## config.mk

```make
export PLATFORM = sky130hd
export DESIGN_NAME = dlp_lane_top
export DESIGN_NICKNAME = d
export VERILOG_FILES = /design/src/dlp_pkg.sv /design/src/dlp_strobe_rx.sv /design/src/dlp_lane_top.sv
export SDC_FILE = /design/constraint.sdc
export NUM_CORES = 1
export LEC_CHECK = 0
export ABC_AREA = 1
export BUFFER_PORTS_ARGS = -buffer_cell sky130_fd_sc_hd__buf_4
export CELL_PAD_IN_SITES_DETAIL_PLACEMENT = 1
export CELL_PAD_IN_SITES_GLOBAL_PLACEMENT = 2
export CORE_UTILIZATION = 34
export CTS_CLUSTER_SIZE = 14
export DETAILED_ROUTE_END_ITERATION = 10
export GPL_TIMING_DRIVEN = 0
export MAX_ROUTING_LAYER = met4
export PLACE_DENSITY_LB_ADDON = 0.1
export SLEW_MARGIN = 30
export SYNTH_ARGS = -nofsm -noshare
export SYNTH_HDL_FRONTEND = slang
export SYNTH_SLANG_ARGS = --single-unit
```

## constraint.sdc

```tcl
create_clock -name aclk -period 5.1 [get_ports aclk]
set_input_delay 1.02 -clock aclk [delete_from_list [all_inputs] [get_ports aclk]]
set_output_delay 1.02 -clock aclk [all_outputs]
set_load 0.05 [all_outputs]
```

## src/dlp_pkg.sv

```systemverilog
// Shared constants and types for the data lane pin block
package dlp_pkg;
  localparam int unsigned DQ_W = 16;
  localparam int unsigned BURST_LEN = 8;
  localparam int unsigned CLK_NS = 25;
  localparam int unsigned STROBE_PERIOD_NS = 200;
  localparam int unsigned HALF_CYC = STROBE_PERIOD_NS / (2 * CLK_NS);
  localparam logic [7:0] OFF_CTRL = 8'h00;
  localparam logic [7:0] OFF_STAT = 8'h04;
  localparam logic [7:0] OFF_MASK = 8'h08;
  localparam logic [7:0] OFF_RTT = 8'h0C;
  localparam logic [7:0] OFF_RGO = 8'h10;
  localparam logic [7:0] OFF_VREF = 8'h14;
  localparam logic [7:0] OFF_WBUF = 8'h20;
  localparam logic [7:0] OFF_RBUF = 8'h40;
  localparam logic [1:0] MODE_X4 = 2'h0;
  localparam logic [1:0] MODE_X8 = 2'h1;
  localparam logic [1:0] MODE_X16 = 2'h2;
  localparam int unsigned ST_WDONE = 0;
  localparam int unsigned ST_CRC = 1;
  localparam int unsigned ST_PAR = 2;
  localparam int unsigned ST_RDONE = 3;
  localparam int unsigned ST_W = 4;
  localparam int unsigned CTRL_W = 10;
  localparam logic [CTRL_W-1:0] CTRL_RST = 10'h002;
  localparam logic [2:0] RTT_RST = 3'h0;
  localparam logic [2:0] RTT_HIZ = 3'h0;
  localparam logic [1:0] RESP_OKAY = 2'h0;
  localparam logic [1:0] RESP_SLVERR = 2'h2;
  // Control word, bit 9 down to bit 0
  typedef struct packed {
    logic stacked;
    logic tdqs;
    logic crc_chk;
    logic par_chk;
    logic wdbi;
    logic rdbi;
    logic vref;
    logic wcrc;
    logic [1:0] mode;
  } dlp_ctrl_t;
  // One received data beat
  typedef struct packed {
    logic [DQ_W-1:0] dq;
    logic [1:0] dmi;
  } dlp_beat_t;
  typedef enum logic [2:0] {
    RD_IDLE = 3'b001,
    RD_DRIVE = 3'b010,
    RD_DONE = 3'b100
  } dlp_rd_state_t;
endpackage

```

## src/dlp_strobe_rx.sv

```systemverilog
// Strobe synchroniser and write beat capture
`timescale 1ns/1ps
`default_nettype none
module dlp_strobe_rx (
  // Clock and reset
  input wire logic aclk,
  input wire logic aresetn,
  // Pins from the controller
  input wire logic dqs_t_i,
  input wire logic dqs_c_i,
  input wire logic [dlp_pkg::DQ_W-1:0] dq_i,
  input wire logic [1:0] dmi_i,
  // Captured beat
  output logic beat_v,
  output dlp_pkg::dlp_beat_t beat
);
  logic [1:0] t_s1_r, t_s2_r;
  logic t_prev_r;
  dlp_pkg::dlp_beat_t b_s1_r, b_s2_r;
  wire logic pair_ok = t_s2_r[0] ^ t_s2_r[1];
  wire logic edge_seen = pair_ok && (t_s2_r[0] != t_prev_r);

  always_ff @(posedge aclk) begin
    if (!aresetn) begin
      t_s1_r <= 2'b10;
      t_s2_r <= 2'b10;
      t_prev_r <= 1'b0;
      b_s1_r <= '0;
      b_s2_r <= '0;
    end else begin
      t_s1_r <= {dqs_c_i, dqs_t_i};
      t_s2_r <= t_s1_r;
      b_s1_r <= {dq_i, dmi_i};
      b_s2_r <= b_s1_r;
      if (pair_ok) begin
        t_prev_r <= t_s2_r[0];
      end
    end
  end

  // Both strobe edges take a beat; a non complementary pair is ignored
  assign beat_v = edge_seen;
  assign beat = b_s2_r;
endmodule
`default_nettype wire

```

## src/dlp_lane_top.sv

```systemverilog
// Data lane pins: write capture, read drive, DBI, mask, CRC, alert
//
// The implementer's own choices: register access over AXI4-Lite and the register offsets.
`timescale 1ns/1ps
`default_nettype none
module dlp_lane_top #(
  parameter int unsigned HALF_CYC = dlp_pkg::HALF_CYC
) (
  // Clock and reset
  input wire logic aclk,
  input wire logic aresetn,
  // AXI4-Lite slave
  input wire logic [7:0] s_axi_awaddr,
  input wire logic s_axi_awvalid,
  output logic s_axi_awready,
  input wire logic [31:0] s_axi_wdata,
  input wire logic [3:0] s_axi_wstrb,
  input wire logic s_axi_wvalid,
  output logic s_axi_wready,
  output logic [1:0] s_axi_bresp,
  output logic s_axi_bvalid,
  input wire logic s_axi_bready,
  input wire logic [7:0] s_axi_araddr,
  input wire logic s_axi_arvalid,
  output logic s_axi_arready,
  output logic [31:0] s_axi_rdata,
  output logic [1:0] s_axi_rresp,
  output logic s_axi_rvalid,
  input wire logic s_axi_rready,
  // Command decoder events
  input wire logic wr_start,
  input wire logic ca_par_err,
  // Data pins
  input wire logic [dlp_pkg::DQ_W-1:0] dq_i,
  output logic [dlp_pkg::DQ_W-1:0] dq_o,
  output logic [dlp_pkg::DQ_W-1:0] dq_oe_n,
  input wire logic dqs_t_i,
  input wire logic dqs_c_i,
  output logic dqs_t_o,
  output logic dqs_c_o,
  output logic [1:0] dqs_oe_n,
  input wire logic [1:0] dmi_i,
  output logic [1:0] dmi_o,
  output logic [1:0] dmi_oe_n,
  // Termination and alert
  output logic [2:0] on_die_termination_value,
  output logic [2:0] dqs_rtt,
  output logic [2:0] tdqs_rtt,
  output logic alert_n,
  output logic irq
);
  dlp_pkg::dlp_ctrl_t ctrl_r;
  logic [dlp_pkg::ST_W-1:0] stat_r, mask_r;
  logic [2:0] rtt_r;
  logic [3:0] vref_r;
  logic [15:0] wbuf [dlp_pkg::BURST_LEN];
  logic [15:0] rbuf [dlp_pkg::BURST_LEN];
  logic awready_r, bvalid_r, arready_r, rvalid_r;
  logic [1:0] bresp_r, rresp_r;
  logic [31:0] rdata_r;
  logic armed_r;
  logic [3:0] wcnt_r;
  logic [7:0] crc_acc_r;
  dlp_pkg::dlp_rd_state_t rd_state_r;
  logic [2:0] rbeat_r;
  logic [7:0] half_r;
  logic beat_v;
  dlp_pkg::dlp_beat_t beat;

  function automatic logic [7:0] fold(input logic [15:0] d);
    fold = d[7:0] ^ d[15:8];
  endfunction

  function automatic logic many_zeros(input logic [7:0] b);
    logic [3:0] n;
    n = 4'h0;
    for (int i = 0; i < 8; i++) begin
      n = n + {3'h0, ~b[i]};
    end
    many_zeros = n > 4'h4;
  endfunction

  function automatic logic [31:0] merge(input logic [31:0] old,
                                        input logic [31:0] nw,
                                        input logic [3:0] strb);
    logic [31:0] m;
    m = {{8{strb[3]}}, {8{strb[2]}}, {8{strb[1]}}, {8{strb[0]}}};
    merge = (old & ~m) | (nw & m);
  endfunction

  dlp_strobe_rx u_rx (
    .aclk(aclk),
    .aresetn(aresetn),
    .dqs_t_i(dqs_t_i),
    .dqs_c_i(dqs_c_i),
    .dq_i(dq_i),
    .dmi_i(dmi_i),
    .beat_v(beat_v),
    .beat(beat)
  );

  // Lane configuration
  wire logic x4 = ctrl_r.mode == dlp_pkg::MODE_X4;
  wire logic x16 = ctrl_r.mode == dlp_pkg::MODE_X16;
  wire logic [15:0] lane_mask = x4 ? 16'h000F :
                                (x16 ? 16'hFFFF : 16'h00FF);
  wire logic tdqs_on = ctrl_r.tdqs && !x4 && !x16;
  wire logic wdbi_on = ctrl_r.wdbi && !x4;
  wire logic rdbi_on = ctrl_r.rdbi && !x4;
  wire logic dm_on = !x4 && !tdqs_on && !wdbi_on;

  // Write beat handling
  wire logic take = beat_v && armed_r;
  wire logic data_beat = take && (wcnt_r < 4'(dlp_pkg::BURST_LEN));
  wire logic crc_beat = take && ctrl_r.wcrc &&
                        (wcnt_r == 4'(dlp_pkg::BURST_LEN));
  wire logic [1:0] inv = {wdbi_on && x16 && !beat.dmi[1],
                          wdbi_on && !beat.dmi[0]};
  wire logic [15:0] wfix = (beat.dq ^ {{8{inv[1]}}, {8{inv[0]}}})
                           & lane_mask;
  wire logic [1:0] keep = {!(dm_on && x16 && !beat.dmi[1]),
                           !(dm_on && !beat.dmi[0])};
  wire logic [7:0] crc_next = crc_acc_r ^ fold(wfix);
  wire logic last_data = data_beat &&
                         (wcnt_r == 4'(dlp_pkg::BURST_LEN - 1));
  wire logic wdone_ev = (last_data && !ctrl_r.wcrc) || crc_beat;
  wire logic crc_ev = crc_beat && ctrl_r.crc_chk &&
                      (wfix[7:0] != crc_acc_r);
  wire logic par_ev = ca_par_err && ctrl_r.par_chk;

  always_ff @(posedge aclk) begin
    if (!aresetn) begin
      armed_r <= 1'b0;
      wcnt_r <= 4'h0;
      crc_acc_r <= 8'h00;
    end else if (wr_start) begin
      armed_r <= 1'b1;
      wcnt_r <= 4'h0;
      crc_acc_r <= 8'h00;
    end else if (take) begin
      armed_r <= !wdone_ev;
      wcnt_r <= wcnt_r + 4'h1;
      crc_acc_r <= crc_next;
    end
  end

  always_ff @(posedge aclk) begin
    if (data_beat) begin
      if (keep[0]) begin
        wbuf[wcnt_r[2:0]][7:0] <= wfix[7:0];
      end
      if (keep[1]) begin
        wbuf[wcnt_r[2:0]][15:8] <= wfix[15:8];
      end
    end
  end

  // AXI4-Lite slave
  wire logic wr_fire = s_axi_awvalid && s_axi_wvalid && !awready_r &&
                       !bvalid_r;
  wire logic rd_fire = s_axi_arvalid && !arready_r && !rvalid_r;
  wire logic wr_do = awready_r;
  wire logic [7:0] wa = s_axi_awaddr;
  wire logic [7:0] ra = s_axi_araddr;
  wire logic wa_buf = wa[7:5] == dlp_pkg::OFF_RBUF[7:5];
  wire logic wa_ok = wa_buf || wa == dlp_pkg::OFF_CTRL ||
                     wa == dlp_pkg::OFF_STAT || wa == dlp_pkg::OFF_MASK ||
                     wa == dlp_pkg::OFF_RTT || wa == dlp_pkg::OFF_RGO ||
                     wa == dlp_pkg::OFF_VREF;
  wire logic [31:0] wm = merge(32'h0000_0000, s_axi_wdata, s_axi_wstrb);
  wire logic [31:0] cm = merge({22'h0, ctrl_r}, s_axi_wdata, s_axi_wstrb);
  wire logic ra_wbuf = ra[7:5] == dlp_pkg::OFF_WBUF[7:5];
  wire logic ra_rbuf = ra[7:5] == dlp_pkg::OFF_RBUF[7:5];
  wire logic [31:0] rd_word =
    ra == dlp_pkg::OFF_CTRL ? {22'h0, ctrl_r} :
    ra == dlp_pkg::OFF_STAT ? {28'h0, stat_r} :
    ra == dlp_pkg::OFF_MASK ? {28'h0, mask_r} :
    ra == dlp_pkg::OFF_RTT ? {29'h0, rtt_r} :
    ra == dlp_pkg::OFF_RGO ? {29'h0, rd_state_r} :
    ra == dlp_pkg::OFF_VREF ? {28'h0, vref_r} :
    ra_wbuf ? {16'h0, wbuf[ra[4:2]]} :
    ra_rbuf ? {16'h0, rbuf[ra[4:2]]} : 32'h0000_0000;
  wire logic ra_ok = ra_wbuf || ra_rbuf || ra <= dlp_pkg::OFF_VREF;
  wire logic [dlp_pkg::ST_W-1:0] w1c =
    (wr_do && wa == dlp_pkg::OFF_STAT) ? wm[dlp_pkg::ST_W-1:0] : '0;
  wire logic [dlp_pkg::ST_W-1:0] events =
    {rd_state_r == dlp_pkg::RD_DONE, par_ev, crc_ev, wdone_ev};
  wire logic [dlp_pkg::ST_W-1:0] stat_nxt = (stat_r & ~w1c) | events;
  wire logic rd_go = wr_do && wa == dlp_pkg::OFF_RGO && wm[0] &&
                     rd_state_r == dlp_pkg::RD_IDLE;

  always_ff @(posedge aclk) begin
    if (!aresetn) begin
      awready_r <= 1'b0;
      bvalid_r <= 1'b0;
      bresp_r <= dlp_pkg::RESP_OKAY;
      arready_r <= 1'b0;
      rvalid_r <= 1'b0;
      rresp_r <= dlp_pkg::RESP_OKAY;
      rdata_r <= 32'h0000_0000;
    end else begin
      awready_r <= wr_fire;
      arready_r <= rd_fire;
      if (wr_do) begin
        bvalid_r <= 1'b1;
        bresp_r <= wa_ok ? dlp_pkg::RESP_OKAY : dlp_pkg::RESP_SLVERR;
      end else if (s_axi_bready) begin
        bvalid_r <= 1'b0;
      end
      if (arready_r) begin
        rvalid_r <= 1'b1;
        rdata_r <= rd_word;
        rresp_r <= ra_ok ? dlp_pkg::RESP_OKAY : dlp_pkg::RESP_SLVERR;
      end else if (s_axi_rready) begin
        rvalid_r <= 1'b0;
      end
    end
  end

  always_ff @(posedge aclk) begin
    if (!aresetn) begin
      ctrl_r <= dlp_pkg::CTRL_RST;
      mask_r <= '0;
      rtt_r <= dlp_pkg::RTT_RST;
      vref_r <= 4'h0;
      stat_r <= '0;
    end else begin
      stat_r <= stat_nxt;
      if (wr_do && wa == dlp_pkg::OFF_CTRL) begin
        ctrl_r <= cm[dlp_pkg::CTRL_W-1:0];
      end
      if (wr_do && wa == dlp_pkg::OFF_MASK) begin
        mask_r <= wm[dlp_pkg::ST_W-1:0];
      end
      if (wr_do && wa == dlp_pkg::OFF_RTT) begin
        rtt_r <= wm[2:0];
      end
      if (wr_do && wa == dlp_pkg::OFF_VREF) begin
        vref_r <= wm[3:0];
      end
    end
  end

  always_ff @(posedge aclk) begin
    if (wr_do && wa_buf) begin
      rbuf[wa[4:2]] <= wm[15:0];
    end
  end

  // Read burst drive
  wire logic [15:0] rword = rbuf[rbeat_r] & lane_mask;
  wire logic [1:0] rinv = {rdbi_on && x16 && many_zeros(rword[15:8]),
                           rdbi_on && many_zeros(rword[7:0])};
  wire logic half_end = half_r == 8'(HALF_CYC - 1);
  wire logic last_rbeat = rbeat_r == 3'(dlp_pkg::BURST_LEN - 1);
  wire logic driving = rd_state_r == dlp_pkg::RD_DRIVE;
  wire logic vref_out = ctrl_r.vref && !driving;

  always_ff @(posedge aclk) begin
    if (!aresetn) begin
      rd_state_r <= dlp_pkg::RD_IDLE;
      rbeat_r <= 3'h0;
      half_r <= 8'h00;
      dqs_t_o <= 1'b0;
    end else begin
      case (rd_state_r)
        dlp_pkg::RD_IDLE: begin
          half_r <= 8'h00;
          rbeat_r <= 3'h0;
          if (rd_go) begin
            rd_state_r <= dlp_pkg::RD_DRIVE;
            dqs_t_o <= 1'b1;
          end
        end
        dlp_pkg::RD_DRIVE: begin
          half_r <= half_end ? 8'h00 : half_r + 8'h01;
          if (half_end && last_rbeat) begin
            rd_state_r <= dlp_pkg::RD_DONE;
            dqs_t_o <= 1'b0;
          end else if (half_end) begin
            rbeat_r <= rbeat_r + 3'h1;
            dqs_t_o <= ~dqs_t_o;
          end
        end
        dlp_pkg::RD_DONE: rd_state_r <= dlp_pkg::RD_IDLE;
        default: rd_state_r <= dlp_pkg::RD_IDLE;
      endcase
    end
  end

  // Registered pin outputs
  wire logic drv_nxt = (rd_state_r == dlp_pkg::RD_IDLE && rd_go) ||
                       (driving && !(half_end && last_rbeat));
  wire logic [2:0] rbeat_nxt = !driving ? 3'h0 :
                               (half_end ? rbeat_r + 3'h1 : rbeat_r);
  wire logic [15:0] rw_nxt = rbuf[rbeat_nxt] & lane_mask;
  wire logic [1:0] ri_nxt = {rdbi_on && x16 && many_zeros(rw_nxt[15:8]),
                             rdbi_on && many_zeros(rw_nxt[7:0])};

  always_ff @(posedge aclk) begin
    if (!aresetn) begin
      dq_o <= '0;
      dq_oe_n <= '1;
      dqs_c_o <= 1'b1;
      dqs_oe_n <= 2'b11;
      dmi_o <= 2'b11;
      dmi_oe_n <= 2'b11;
      on_die_termination_value <= dlp_pkg::RTT_RST;
      dqs_rtt <= dlp_pkg::RTT_RST;
      tdqs_rtt <= dlp_pkg::RTT_HIZ;
      alert_n <= 1'b1;
      irq <= 1'b0;
    end else begin
      dqs_c_o <= !(rd_state_r == dlp_pkg::RD_IDLE ? rd_go :
                   (driving && !(half_end && last_rbeat) &&
                    (half_end ? !dqs_t_o : dqs_t_o)));
      dqs_oe_n <= {!(drv_nxt && x16), !drv_nxt};
      if (drv_nxt) begin
        dq_o <= rw_nxt ^ {{8{ri_nxt[1]}}, {8{ri_nxt[0]}}};
        dq_oe_n <= ~lane_mask;
        dmi_o <= ~ri_nxt;
        dmi_oe_n <= {!(rdbi_on && x16), !rdbi_on};
      end else if (vref_out) begin
        dq_o <= {12'h000, vref_r};
        dq_oe_n <= 16'hFFF0;
        dmi_oe_n <= 2'b11;
      end else begin
        dq_oe_n <= '1;
        dmi_oe_n <= 2'b11;
      end
      on_die_termination_value <= vref_out ? dlp_pkg::RTT_HIZ : rtt_r;
      dqs_rtt <= rtt_r;
      tdqs_rtt <= tdqs_on ? rtt_r : dlp_pkg::RTT_HIZ;
      alert_n <= !((stat_r[dlp_pkg::ST_CRC] && ctrl_r.crc_chk) ||
                   (stat_r[dlp_pkg::ST_PAR] && ctrl_r.par_chk));
      irq <= |(stat_r & mask_r);
    end
  end

  assign s_axi_awready = awready_r;
  assign s_axi_wready = awready_r;
  assign s_axi_bvalid = bvalid_r;
  assign s_axi_bresp = bresp_r;
  assign s_axi_arready = arready_r;
  assign s_axi_rvalid = rvalid_r;
  assign s_axi_rresp = rresp_r;
  assign s_axi_rdata = rdata_r;
endmodule
`default_nettype wire

```

==> results.sh <==
export IMPL_ioPinCount=173
export IMPL_setup_worst_path_end_class="flip-flop"
export IMPL_slowest_stage="fa_1"
export IMPL_p_clk_share_pct=47.1
export IMPL_synth_area_mm2=0.01812
export IMPL_core_mm2=0.05266
export IMPL_tightest_slew_ns=1.041
export IMPL_setup_worst_path_class="flip-flop to flip-flop"
export IMPL_dieHeight_um=232.8
export IMPL_drtIter0Drc=1023
export IMPL_final_common_cell="nand2_1"
export IMPL_drc=0
export IMPL_cts_tree="built"
export IMPL_dr_pass1_iters=5
export IMPL_synth_edf_count=256
export IMPL_antenna_found_initial=2
export IMPL_cts_made_buffers=48
export IMPL_synth_top_area_share_pct=42.43
export IMPL_dr_total_vias=15160
export IMPL_start_util_pct=34.41
export IMPL_ys_seq_area_share_pct=59.33
export IMPL_ys_warn_count=0
export IMPL_worstSetupEndpoint="dq_o[4]"
export IMPL_critPathMaxFanout=8
export IMPL_core_rowCount=84
export IMPL_hold_path_class="flip-flop to flip-flop"
export IMPL_skew_ns=0.03619
export IMPL_max_freq_mhz=199.0
export IMPL_status="completed"
export IMPL_ff2ff_path_depth=28
export IMPL_finalHoldViolations=0
export IMPL_synth_area_leader_cell="edfxtp_1"
export IMPL_syn_area_per_cell_um2=9.486
export IMPL_grt_pass1_wl_um=100200
export IMPL_worstSetupStartpoint="half_r[1]"
export IMPL_n_antenna_cell=0
export IMPL_clock_root_buffer="clkbuf_16"
export IMPL_irDropWorstVdd_mv=0.2403
export IMPL_final_cell_mix="366 x nand2_1, 256 x edfxtp_1, 239 x inv_1"
export IMPL_slowest_delay_ns=0.56
export IMPL_fin_crit_ns=5.025
export IMPL_clk_latency_ns=0.62
export IMPL_drv_cap=0
export IMPL_ys_types=48
export IMPL_dp_hpwl_um=48990
export IMPL_detail_route_antenna_nets=0
export IMPL_synthCells=1910
export IMPL_gp_routability_congestion=0.8567
export IMPL_rsz0062_at_grt="true"
export IMPL_required_ns=5.64
export IMPL_synth_seq_cells=409
export IMPL_drive_above_1_share_pct=21.54
export IMPL_dp_slack_ns=-1.334
export IMPL_swShare_pct=24.11
export IMPL_power_leakage_nw=9.654
export IMPL_holdWs_ns=0.4105
export IMPL_drt_wl_total_um=69420
export IMPL_grtUsageTotal_pct=26.29
export IMPL_rr_startpoint="half_r[1]"
export IMPL_r2r_end="dq_o[4]"
export IMPL_htreeDepth=2
export IMPL_maxSlewViolCount=0
export IMPL_synth_area_leaders="edfxtp_1 42%, dfxtp_1 17%, nand2_1 7.9%"
export IMPL_clock_sinks=409
export IMPL_die_w_um=232.8
export IMPL_clk_pin_slew_ns=0.06
export IMPL_arrival_ns=5.56
export IMPL_ys_flop_type="edfxtp_1"
export IMPL_cts_buffer_depth=3
export IMPL_crit_path_start_kind="flip-flop"
export IMPL_worst_slack_ns=0.07478
export IMPL_power_per_cell_area_mw_per_mm2=325.8
export IMPL_fp_dieArea_mm2=0.05422
export IMPL_wl_per_cell_um=23.73
export IMPL_holdPathStages=2
export IMPL_p_switching_mw=1.822
export IMPL_port_buffers=134
export IMPL_max_slew_margin_pct=30.61
export IMPL_syn2layout_area_growth_pct=28.04
export IMPL_power_frac_comb_pct=6.0
export IMPL_p_seq_share_pct=46.9
export IMPL_ff2ff_setup_slack_ns=0.07
export IMPL_ctsHoldBuffers=0
export IMPL_final_nets=2298
export IMPL_overflow=0
export IMPL_setup_viol=0
export IMPL_async_flop_share_pct=0
export IMPL_internal_power_mw=5.735
export IMPL_layout_worst_path_cycle_share_pct=98.53
export IMPL_fillers=5898
export IMPL_grt_max_degree=16
export IMPL_first_global_vias=15350
export IMPL_vias_per_cell=5.183
==> state kept, by name, summed over array words and instances, names as in the netlist, 3 cells and up, named ones only <==
register	cells
wcnt_r	4
s_axi_rdata	16
on_die_termination_value	3
u_rx.b_s1_r	18
tdqs_rtt	3
half_r	8
u_rx.beat	18
dqs_rtt	3
crc_acc_r	8
dq_oe_n	3
stat_r	4
vref_r	4
rtt_r	3
rbuf	128
rd_state_r	3
dq_o	16
rbeat_r	3
mask_r	4
wbuf	128
==> cells in the mapped netlist (5+ instances only) <==
cell         n
o22ai_1     65
clkbuf_1    64
a221oi_1     7
a21oi_1     86
or2_2        9
o221ai_1     5
edfxtp_1   256
dfxtp_1    153
nand2_1    382
o31ai_1     14
o21ai_0     86
xor2_1       9
buf_1        7
nor2_1      86
buf_2       10
buf_4       35
a22oi_1     11
nand4_1     28
o2111ai_1   10
nor3_1      32
fa_1         8
nand3b_1    21
ha_1        11
a211oi_1     6
o211ai_1    19
xnor2_1     13
inv_1      252
nand3_1    193
==> logic make-up after synthesis <==
group / count (synthesis) / synth area share, %
fa+ha+maj: 19 / 1.644
xor+xnor: 22 / 1.063
compound gates: 322 / 10.75
simple gates: 763 / 18.60
other cells: 1 / 0.02070
flops: 409 / 59.33
buf+inv: 374 / 8.584
==> repair_timing <==
action                     in CTS  in global routing
setup endpoints to repair      18                 18
gates cloned                    1                  0
setup buffers                  50                 24
resized for setup             103                 86
pin swaps                      18                 51
==> stage by stage <==
step                      cells  util (%)  power, mW  area (µm²)   TNS [ns]
after floorplan            1927         -      3.858       18180          0
after global placement     2749     38.08      4.055       20050     -20.17
after detailed placement   2763     38.57      4.067       20310     -20.10
after CTS                  2904     43.09      7.615       22690  -0.007116
after global routing       2926     44.06      7.768       23200     -1.915
final                      2926     44.06      7.557       23200          0
==> worst min-delay path by stage <==
stage	slack, ns	endpoint	start
2_1_floorplan	0.39	u_rx.beat[0]	u_rx.b_s1_r[0]
3_3_place_gp	0.40	u_rx.beat[4]	u_rx.b_s1_r[4]
3_5_place_dp	0.40	u_rx.beat[4]	u_rx.b_s1_r[4]
4_1_cts	0.41	u_rx.beat[12]	u_rx.b_s1_r[12]
5_1_grt	0.42	u_rx.t_s2_r[1]	u_rx.t_s1_r[1]
6_report	0.41	u_rx.beat[2]	u_rx.b_s1_r[2]
==> layer usage <==
layer | vias to the layer above | global-route usage, % | routed length [µm]
met1 | 7538 | 32.93 | 29180
li1 | 7091 | - | -
met4 | 0 | 8.497 | 1982
met2 | 440 | 43.88 | 34370
met3 | 95 | 3.382 | 3888
met5 | - | - | 0
==> power by group through the flow <==
stage               clock (mW)  combinational, mW  sequential, mW
floorplan                    0              0.218            3.64
global placement             0              0.439            3.62
detailed placement           0              0.450            3.62
CTS                       3.62              0.452            3.55
global route              3.74              0.483            3.55
finish                    3.56              0.455            3.54
==> cell type report <==
cell class / count / area (µm²) / area share, %
repair buffers: 220 / 1814 / 7.821
multi-input cells: 1145 / 6371 / 27.46
clock inverters: 20 / 239.0 / 1.030
clock buffers: 70 / 1405 / 6.057
plain buffers: 117 / 770.7 / 3.322
inverters: 257 / 972.2 / 4.191
flip-flops and latches: 409 / 10770 / 46.41
well taps: 688 / 860.8 / 3.711
==> worst max-delay path, delay by kind of cell, from the launching register on <==
kind,cells,cell delay (ns)
flops,1,0.36
buf+inv,7,0.56
compound gates,2,0.19
fa+ha+maj,6,2.29
simple gates,13,1.56
No activity file was read; power rests on OpenSTA's default activity.
